### src/hw/ifeb_regs.vh
`ifndef IFEB_REGS_VH
`define IFEB_REGS_VH
// Register indices on the core's special-register port
`define IFEB_ADDR_EDGE      3'h0
`define IFEB_ADDR_PC0       3'h1
`define IFEB_ADDR_PC1       3'h2
`define IFEB_ADDR_PC2       3'h3
`define IFEB_ADDR_PC3       3'h4
`define IFEB_ADDR_GT0       3'h5
`define IFEB_ADDR_GT1       3'h6
`define IFEB_ADDR_GM        3'h7
// Implemented-bit masks
`define IFEB_MASK_EDGE      8'h0f
`define IFEB_MASK_PC0       8'h7f
`define IFEB_MASK_PC1       8'h77
`define IFEB_MASK_PC2       8'hff
`define IFEB_MASK_PC3       8'h11
`define IFEB_MASK_GT0       8'hff
`define IFEB_MASK_GT1       8'hff
`define IFEB_MASK_GM        8'h33
// Field positions
`define IFEB_EDGE_PIN1_HI   3
`define IFEB_EDGE_PIN1_LO   2
`define IFEB_EDGE_PIN0_HI   1
`define IFEB_EDGE_PIN0_LO   0
`define IFEB_PC0_GIE        0
`define IFEB_PC0_PIN0_EN    1
`define IFEB_PC0_PIN1_EN    2
`define IFEB_PC0_ADC_EN     3
`define IFEB_PC0_PIN0_FLAG  4
`define IFEB_PC0_PIN1_FLAG  5
`define IFEB_PC0_ADC_FLAG   6
// Edge codes
`define IFEB_EDGE_OFF       2'h0
`define IFEB_EDGE_RISE      2'h1
`define IFEB_EDGE_FALL      2'h2
`define IFEB_EDGE_BOTH      2'h3
// Reset values
`define IFEB_RESET_VALUE    8'h00
// Request vector bit numbers
`define IFEB_REQ_PIN0       0
`define IFEB_REQ_PIN1       1
`define IFEB_REQ_ADC        2
`define IFEB_REQ_GRP0       3
`define IFEB_REQ_GRP1       4
`define IFEB_REQ_GRP2       5
`define IFEB_REQ_TB0        6
`define IFEB_REQ_TB1        7
`define IFEB_REQ_UART       8
`define IFEB_REQ_SERIAL     9
`define IFEB_REQ_SPI        10
`define IFEB_REQ_WIDTH      11
`endif

### src/hw/ifeb_pin_edge.v
`timescale 1ns/10ps
`include "ifeb_regs.vh"

module ifeb_pin_edge (
    input  wire       clk_in,
    input  wire       rstn_in,
    input  wire       pin_in,
    input  wire [1:0] mode_in,
    output reg        event_out
);

// ----------------------------------------
// Two-stage synchroniser and edge detect
// ----------------------------------------
reg sync_a;
reg sync_b;
reg sync_prev;

always @(posedge clk_in or negedge rstn_in) begin
    if (!rstn_in) begin
        sync_a    <= 1'b0;
        sync_b    <= 1'b0;
        sync_prev <= 1'b0;
    end else begin
        sync_a    <= pin_in;
        sync_b    <= sync_a;
        sync_prev <= sync_b;
    end
end

always @* begin
    case (mode_in)
        `IFEB_EDGE_OFF:  event_out = 1'b0;
        `IFEB_EDGE_RISE: event_out = sync_b & ~sync_prev;
        `IFEB_EDGE_FALL: event_out = ~sync_b & sync_prev;
        `IFEB_EDGE_BOTH: event_out = sync_b ^ sync_prev;
        default:         event_out = 1'b0;
    endcase
end

endmodule

### src/hw/ifeb_interrupt_flag_enable_bank.v
`timescale 1ns/10ps
`include "ifeb_regs.vh"

// Operation
// - Edge bits 3:2 select pin 1 edge
// - Edge bits 1:0 select pin 0 edge
// - Bit 0 global enable gates all requests
// - Pin flags at bits 4 and 5
// - Enables: ADC bit3, pin1 bit2, pin0 bit1
// - ADC flag bit 6, bit 7 absent
// - Group flags 6:4, group enables 2:0
// - Serial, UART, timebase flags and enables
// - Only SPI flag bit4 and enable bit0
// - Timer group 0 flags 7:4, enables 3:0
// - Timer group 1 flags 7:4, enables 3:0
// - Unimplemented bits read zero, ignore writes
// - EEPROM/low-voltage flags 5:4, enables 1:0
// - Service clears global enable; flags still record
// - Group service clears group flag and global enable, not source flags; the set wins, so group flag stays set while a group source flag and its enable stay set
// - Pin service clears that pin flag
module ifeb_interrupt_flag_enable_bank (
    input  wire        clk_in,
    input  wire        rstn_in,
    input  wire [2:0]  reg_addr_in,
    input  wire        reg_wr_in,
    input  wire [7:0]  reg_wdata_in,
    output reg  [7:0]  reg_rdata_out,
    input  wire        pin0_in,
    input  wire        pin1_in,
    input  wire        adc_event_in,
    input  wire        timebase0_event_in,
    input  wire        timebase1_event_in,
    input  wire        uart_event_in,
    input  wire        serial_if_event_in,
    input  wire        spi_event_in,
    input  wire [3:0]  timer_grp0_event_in,
    input  wire [3:0]  timer_grp1_event_in,
    input  wire        eeprom_done_event_in,
    input  wire        low_voltage_event_in,
    input  wire        service_in,
    input  wire [3:0]  service_id_in,
    output wire [10:0] irq_request_out,
    output wire        irq_pending_out
);

// ----------------------------------------
// Registers
// ----------------------------------------
reg [7:0] external_edge_select;
reg [7:0] primary_control_0;
reg [7:0] primary_control_1;
reg [7:0] primary_control_2;
reg [7:0] primary_control_3;
reg [7:0] grouped_timer_control_0;
reg [7:0] grouped_timer_control_1;
reg [7:0] grouped_misc_control;

reg [7:0] next_primary_control_0;
reg [7:0] next_primary_control_1;
reg [7:0] next_primary_control_2;
reg [7:0] next_primary_control_3;
reg [7:0] next_grouped_timer_control_0;
reg [7:0] next_grouped_timer_control_1;
reg [7:0] next_grouped_misc_control;

wire pin0_event;
wire pin1_event;

// Merge a register write, hardware set pulses and a hardware clear
function [7:0] merge;
    input [7:0] cur;
    input       wr;
    input [7:0] wdata;
    input [7:0] mask;
    input [7:0] set_bits;
    input [7:0] clr_bits;
    reg   [7:0] v;
    begin
        v     = wr ? wdata : cur;
        v     = v & ~clr_bits;
        v     = v | set_bits;
        merge = v & mask;
    end
endfunction

// Any source flag whose enable is also set, in a flag-high/enable-low layout
function any_armed;
    input [7:0] r;
    begin
        any_armed = |(r[7:4] & r[3:0]);
    end
endfunction

function wr_hit;
    input [2:0] addr;
    input [2:0] idx;
    input       wr;
    begin
        wr_hit = wr && (addr == idx);
    end
endfunction

// ----------------------------------------
// External pin edge detection
// ----------------------------------------
ifeb_pin_edge u_pin0 (
    .clk_in    (clk_in),
    .rstn_in   (rstn_in),
    .pin_in    (pin0_in),
    .mode_in   (external_edge_select[`IFEB_EDGE_PIN0_HI:`IFEB_EDGE_PIN0_LO]),
    .event_out (pin0_event)
);

ifeb_pin_edge u_pin1 (
    .clk_in    (clk_in),
    .rstn_in   (rstn_in),
    .pin_in    (pin1_in),
    .mode_in   (external_edge_select[`IFEB_EDGE_PIN1_HI:`IFEB_EDGE_PIN1_LO]),
    .event_out (pin1_event)
);

// ----------------------------------------
// Service decode
// ----------------------------------------
wire svc_pin0 = service_in && (service_id_in == 4'd`IFEB_REQ_PIN0);
wire svc_pin1 = service_in && (service_id_in == 4'd`IFEB_REQ_PIN1);
wire svc_adc  = service_in && (service_id_in == 4'd`IFEB_REQ_ADC);
wire svc_grp0 = service_in && (service_id_in == 4'd`IFEB_REQ_GRP0);
wire svc_grp1 = service_in && (service_id_in == 4'd`IFEB_REQ_GRP1);
wire svc_grp2 = service_in && (service_id_in == 4'd`IFEB_REQ_GRP2);

// Group aggregates from the enabled source flags
wire grp0_armed = any_armed(grouped_timer_control_0);
wire grp1_armed = any_armed(grouped_timer_control_1);
wire grp2_armed = any_armed({2'h0, grouped_misc_control[5:4],
                             2'h0, grouped_misc_control[1:0]});

// ----------------------------------------
// Next-state logic
// ----------------------------------------
always @* begin
    // Global enable cleared on any service; set pulses still recorded
    next_primary_control_0 = merge(primary_control_0,
        wr_hit(reg_addr_in, `IFEB_ADDR_PC0, reg_wr_in), reg_wdata_in,
        `IFEB_MASK_PC0,
        {1'b0, adc_event_in, pin1_event, pin0_event, 4'h0},
        {1'b0, svc_adc, svc_pin1, svc_pin0, 3'h0, service_in});

    next_primary_control_1 = merge(primary_control_1,
        wr_hit(reg_addr_in, `IFEB_ADDR_PC1, reg_wr_in), reg_wdata_in,
        `IFEB_MASK_PC1,
        {1'b0, grp2_armed, grp1_armed, grp0_armed, 4'h0},
        {1'b0, svc_grp2, svc_grp1, svc_grp0, 4'h0});

    next_primary_control_2 = merge(primary_control_2,
        wr_hit(reg_addr_in, `IFEB_ADDR_PC2, reg_wr_in), reg_wdata_in,
        `IFEB_MASK_PC2,
        {serial_if_event_in, uart_event_in, timebase1_event_in,
         timebase0_event_in, 4'h0},
        8'h00);

    next_primary_control_3 = merge(primary_control_3,
        wr_hit(reg_addr_in, `IFEB_ADDR_PC3, reg_wr_in), reg_wdata_in,
        `IFEB_MASK_PC3,
        {3'h0, spi_event_in, 4'h0}, 8'h00);

    // Source flags in groups are left for software to clear
    next_grouped_timer_control_0 = merge(grouped_timer_control_0,
        wr_hit(reg_addr_in, `IFEB_ADDR_GT0, reg_wr_in), reg_wdata_in,
        `IFEB_MASK_GT0, {timer_grp0_event_in, 4'h0}, 8'h00);

    next_grouped_timer_control_1 = merge(grouped_timer_control_1,
        wr_hit(reg_addr_in, `IFEB_ADDR_GT1, reg_wr_in), reg_wdata_in,
        `IFEB_MASK_GT1, {timer_grp1_event_in, 4'h0}, 8'h00);

    next_grouped_misc_control = merge(grouped_misc_control,
        wr_hit(reg_addr_in, `IFEB_ADDR_GM, reg_wr_in), reg_wdata_in,
        `IFEB_MASK_GM,
        {2'h0, eeprom_done_event_in, low_voltage_event_in, 4'h0}, 8'h00);
end

// ----------------------------------------
// State update
// ----------------------------------------
always @(posedge clk_in or negedge rstn_in) begin
    if (!rstn_in) begin
        external_edge_select    <= `IFEB_RESET_VALUE;
        primary_control_0       <= `IFEB_RESET_VALUE;
        primary_control_1       <= `IFEB_RESET_VALUE;
        primary_control_2       <= `IFEB_RESET_VALUE;
        primary_control_3       <= `IFEB_RESET_VALUE;
        grouped_timer_control_0 <= `IFEB_RESET_VALUE;
        grouped_timer_control_1 <= `IFEB_RESET_VALUE;
        grouped_misc_control    <= `IFEB_RESET_VALUE;
    end else begin
        if (wr_hit(reg_addr_in, `IFEB_ADDR_EDGE, reg_wr_in)) begin
            external_edge_select <= reg_wdata_in & `IFEB_MASK_EDGE;
        end
        primary_control_0       <= next_primary_control_0;
        primary_control_1       <= next_primary_control_1;
        primary_control_2       <= next_primary_control_2;
        primary_control_3       <= next_primary_control_3;
        grouped_timer_control_0 <= next_grouped_timer_control_0;
        grouped_timer_control_1 <= next_grouped_timer_control_1;
        grouped_misc_control    <= next_grouped_misc_control;
    end
end

// ----------------------------------------
// Read-back
// ----------------------------------------
always @(posedge clk_in or negedge rstn_in) begin
    if (!rstn_in) begin
        reg_rdata_out <= `IFEB_RESET_VALUE;
    end else begin
        case (reg_addr_in)
            `IFEB_ADDR_EDGE: reg_rdata_out <= external_edge_select;
            `IFEB_ADDR_PC0:  reg_rdata_out <= primary_control_0;
            `IFEB_ADDR_PC1:  reg_rdata_out <= primary_control_1;
            `IFEB_ADDR_PC2:  reg_rdata_out <= primary_control_2;
            `IFEB_ADDR_PC3:  reg_rdata_out <= primary_control_3;
            `IFEB_ADDR_GT0:  reg_rdata_out <= grouped_timer_control_0;
            `IFEB_ADDR_GT1:  reg_rdata_out <= grouped_timer_control_1;
            `IFEB_ADDR_GM:   reg_rdata_out <= grouped_misc_control;
            default:         reg_rdata_out <= `IFEB_RESET_VALUE;
        endcase
    end
end

// ----------------------------------------
// Request presentation
// ----------------------------------------
wire gie = primary_control_0[`IFEB_PC0_GIE];

assign irq_request_out[`IFEB_REQ_PIN0] = gie & primary_control_0[`IFEB_PC0_PIN0_FLAG]
                                       & primary_control_0[`IFEB_PC0_PIN0_EN];
assign irq_request_out[`IFEB_REQ_PIN1] = gie & primary_control_0[`IFEB_PC0_PIN1_FLAG]
                                       & primary_control_0[`IFEB_PC0_PIN1_EN];
assign irq_request_out[`IFEB_REQ_ADC]  = gie & primary_control_0[`IFEB_PC0_ADC_FLAG]
                                       & primary_control_0[`IFEB_PC0_ADC_EN];
assign irq_request_out[`IFEB_REQ_GRP2:`IFEB_REQ_GRP0] =
    {3{gie}} & primary_control_1[6:4] & primary_control_1[2:0];
assign irq_request_out[`IFEB_REQ_SERIAL:`IFEB_REQ_TB0] =
    {4{gie}} & primary_control_2[7:4] & primary_control_2[3:0];
assign irq_request_out[`IFEB_REQ_SPI]  = gie & primary_control_3[4]
                                       & primary_control_3[0];
assign irq_pending_out = |irq_request_out;

endmodule

### config.mk
export PLATFORM = sky130hd
export DESIGN_NAME = ifeb_interrupt_flag_enable_bank
export DESIGN_NICKNAME = d
export VERILOG_FILES = /design/src/hw/ifeb_pin_edge.v /design/src/hw/ifeb_interrupt_flag_enable_bank.v
export VERILOG_INCLUDE_DIRS = /design/src /design/src/hw
export SDC_FILE = /design/constraint.sdc
export NUM_CORES = 1
export LEC_CHECK = 0
export BUFFER_PORTS_ARGS = -buffer_cell sky130_fd_sc_hd__buf_2
export CAP_MARGIN = 0
export CORE_MARGIN = 5
export CORE_UTILIZATION = 35
export DETAILED_ROUTE_END_ITERATION = 16
export PLACE_DENSITY = 0.53
export SLEW_MARGIN = 0
export SYNTH_ARGS = -nofsm -noshare
export SYNTH_HDL_FRONTEND = slang
export SYNTH_SLANG_ARGS = --single-unit
### constraint.sdc
create_clock -name clk_in -period 1.6 [get_ports clk_in]
set_clock_uncertainty 0.15 [all_clocks]
set_input_delay 0 -clock clk_in [delete_from_list [all_inputs] [get_ports clk_in]]
set_output_delay 0 -clock clk_in [all_outputs]
set_load 0.05 [all_outputs]
==> impl_metrics.py <==
metrics = {
    "status": {
        "status": "finished, violations left",
        "violations": "setup timing",
    },
    "pwr": {
        "power_mw": 4.21,
        "power_frac_seq_pct": 46.0,
        "power.switching_mw": 1.27,
        "peakVddDrop_mv": 0.424,
        "p_int_mw": 2.94,
        "sw_frac_of_total_pct": 30.2,
        "power_frac_clock_pct": 31.9,
        "p_per_area_mw_per_mm2": 1000,
        "pwr-share-comb_pct": 22.0,
        "leakagePower_nw": 1.89,
    },
    "yosys": {
        "yosysMostFrequentCell": "dfrtp_1",
        "ys_async_sr_fraction_pct": 100,
        "synth_ff_type": "dfrtp_1",
        "ys_seq_area_share_pct": 50.0,
        "syn_nets": 300,
        "synth-seq-cells": 61,
        "synth.top_cell.area_share_pct": 50.0,
        "synth_area_leaders": "dfrtp_1 50%, mux2_2 11%, a211o_1 4.3%",
        "synth_area_mm2": 0.00306,
        "synth_top_cell_by_area": "dfrtp_1",
        "syn_area_per_cell_um2": 11.8,
        "yosysWarnings": 0,
        "synth_edf_count": 0,
        "synth_cells": 259,
        "synthTopCellsByCount": "61 x dfrtp_1, 29 x mux2_2, 21 x nor2_1",
        "yosysUniqueCellTypes": 44,
    },
    "setup_path": {
        "critical-path-max-stage-delay_ps": 400,
        "r2r_slack_ps": 90,
        "worst_ep_arrival_time_ps": 1470,
        "worst_ep_required_time_ps": 1450,
        "crit_path_start_kind": "flip-flop",
        "rr_startpoint": "grouped_timer_control_0[6]",
        "reg2regPathDepth": 2,
        "path_buf_inv": 1,
        "crit_path_top_delay_cell": "dfrtp_1",
        "cp-endpoint": "irq_pending_out",
        "critPathLaunch": "primary_control_1[6]",
        "cp_max_fo": 2,
        "path_cells": "a222oi_1 > a21boi_1 > buf_4",
        "r2r_end": "grouped_timer_control_0[6]",
        "path_depth": 3,
        "worstSetupPathType": "flip-flop to primary output",
        "cp_top_family": "compound AO/OA/AOI/OAI gates",
        "worstSetupEndpointType": "primary output",
    },
    "route": {
        "vias_per_cell": 5.17,
        "drt_iter0_drc": 156,
        "vias": 2530,
        "drcViolationCount": 0,
        "routed_wirelength_um": 9090,
        "drtPass1Iterations": 5,
        "ant_nets": 0,
        "wl_per_cell_um": 18.6,
    },
    "finish": {
        "multiInputGateArea_mm2": 0.00141,
        "fin_cells": 489,
        "areaGrowthSynthToFinish_pct": 37.5,
        "stdcell_area_mm2": 0.00420,
        "final_nets": 417,
        "drive_gt1_share_pct": 34.6,
        "regArea_mm2": 0.00153,
        "num-fill-cells": 812,
        "diodes": 0,
    },
    "timing": {
        "maxSlewViolCount": 0,
        "tightestPinTransition_ps": 354,
        "finalCritPeriodShare_pct": 101,
        "grt_setup_unrepaired": "true",
        "whs_ps": 16.0,
        "slew_headroom_pct": 76.3,
        "setup_violations": 1,
        "final_hold_viol_count": 0,
        "period_minus_slack_ps": 1620,
        "timing.final.ws_setup_ps": -17.6,
        "setup_tns_ps": -17.6,
        "fmax_mhz": 618,
    },
    "global_route": {
        "grt_max_degree": 62,
        "grt_usage_pct": 17.9,
        "antenna_found_initial": 0,
        "grt-ovfl-total": 0,
        "grt_pass1_wl_um": 14000,
        "grt_pass1_vias": 2478,
    },
    "die": {
        "rows": 34,
        "ioPinCount": 57,
        "die_w_um": 103,
        "die_area_mm2": 0.0107,
        "die_h_um": 103,
        "start_util_pct": 35.6,
        "core-area_mm2": 0.00859,
    },
    "flow_run": {
        "drv_cap": 0,
    },
    "clock_tree": {
        "cts_tree": "built",
        "cts-root-buf": "clkbuf_8",
        "cts_made_buffers": 9,
        "cts_sinks": 61,
        "htreeDepth": 3,
        "clk_pin_slew_ps": 70,
        "clk_path_buf_depth": 2,
        "clock_latency_ps": 350,
    },
    "place": {
        "io_buffers": 56,
        "placed_area_mm2": 0.00346,
        "hpwlAfterDp_um": 6200,
        "placedCellCount": 419,
        "gp_congestion": 0.837,
    },
    "min_path": {
        "hold_path_class": "input port to flip-flop",
        "holdPathStages": 2,
    },
}
==> stage by stage <==
stage          utilization, %  setup WS, ps
2_1_floorplan               -           192
3_5_place_dp             40.3           102
4_1_cts                  48.3          3.08
3_3_place_gp             40.3          95.1
5_1_grt                  48.9         -27.2
6_report                 48.9         -17.6
==> registers in the layout (all words and copies together), names as in the netlist, 2 cells and up <==
signal,flops
grouped_timer_control_1,8
external_edge_select,4
grouped_timer_control_0,8
reg_rdata_out,8
primary_control_3,2
primary_control_1,6
grouped_misc_control,4
primary_control_2,8
primary_control_0,7
==> worst register-to-register path, stage by stage, from the launching register on <==
cell and delay [ps]:
dfrtp_1 410, a211o_1 270, dlygate4sd3_1 560
==> placed cells by master, fill, tap and decap left out, types with 7 or more instances in the layout <==
cell and instances:
a211o_1 15, a22oi_1 8, and3_1 13, buf_2 52
buf_4 22, clkbuf_8 13, dfrtp_1 60, dlygate4sd3_1 42
inv_1 11, mux2_2 29, mux2i_1 11, nand2_1 11
nor2_1 21, nor2b_1 7
==> area by class of cell <==
cell class / count / share of cell area (%)
Sequential cell: 61 / 36.4
Multi-Input combinational cell: 173 / 33.6
Timing Repair Buffer: 120 / 21.1
Clock buffer: 13 / 4.26
Tap cell: 108 / 3.22
Inverter: 11 / 0.983
Clock inverter: 3 / 0.417
==> kinds of logic (layout without fill, tap and decap cells) <==
group           Yosys count  count (layout)  share of synthesized area, %
flops                    61              61                          50.0
mux                      42              42                          15.8
buf+inv                  25             147                          4.42
simple gates             73              73                          14.3
compound gates           54              54                          13.9
fa+ha+maj                 4               4                          1.64
==> layer usage <==
metal	wire length, um	GRT usage, %	vias up
met5	0	0	-
met4	132	7.37	0
met3	526	3.76	12
met2	4310	28.4	73
met1	4110	23.9	1249
li1	-	-	1196
==> power by group through the flow <==
stage	logic [mW]	clock network [mW]	registers (mW)
2_1_floorplan	0.427	0	2.00
3_3_place_gp	0.741	0	1.99
3_5_place_dp	0.749	0	1.98
4_1_cts	0.903	1.37	1.94
5_1_grt	1.00	1.45	1.96
6_report	0.928	1.34	1.94
==> worst min path at each step <==
stage                         start                       to  slack [ps]
detailed placement          rstn_in         u_pin1.sync_prev        -110
CTS                 reg_wdata_in[5]     primary_control_1[5]          30
floorplan                   rstn_in  external_edge_select[0]        -450
global route         reg_addr_in[0]         reg_rdata_out[3]          30
finish               reg_addr_in[0]         reg_rdata_out[3]          20
global placement            rstn_in            u_pin1.sync_b        -110
==> repair_timing <==
item,CTS,global route
resized for setup,2,6
hold buffers,41,1
endpoints found under the hold margin,110,1
setup buffers,9,3
setup endpoints to repair,1,5
pin swaps,2,2
Power figures use the tool's default switching activity.
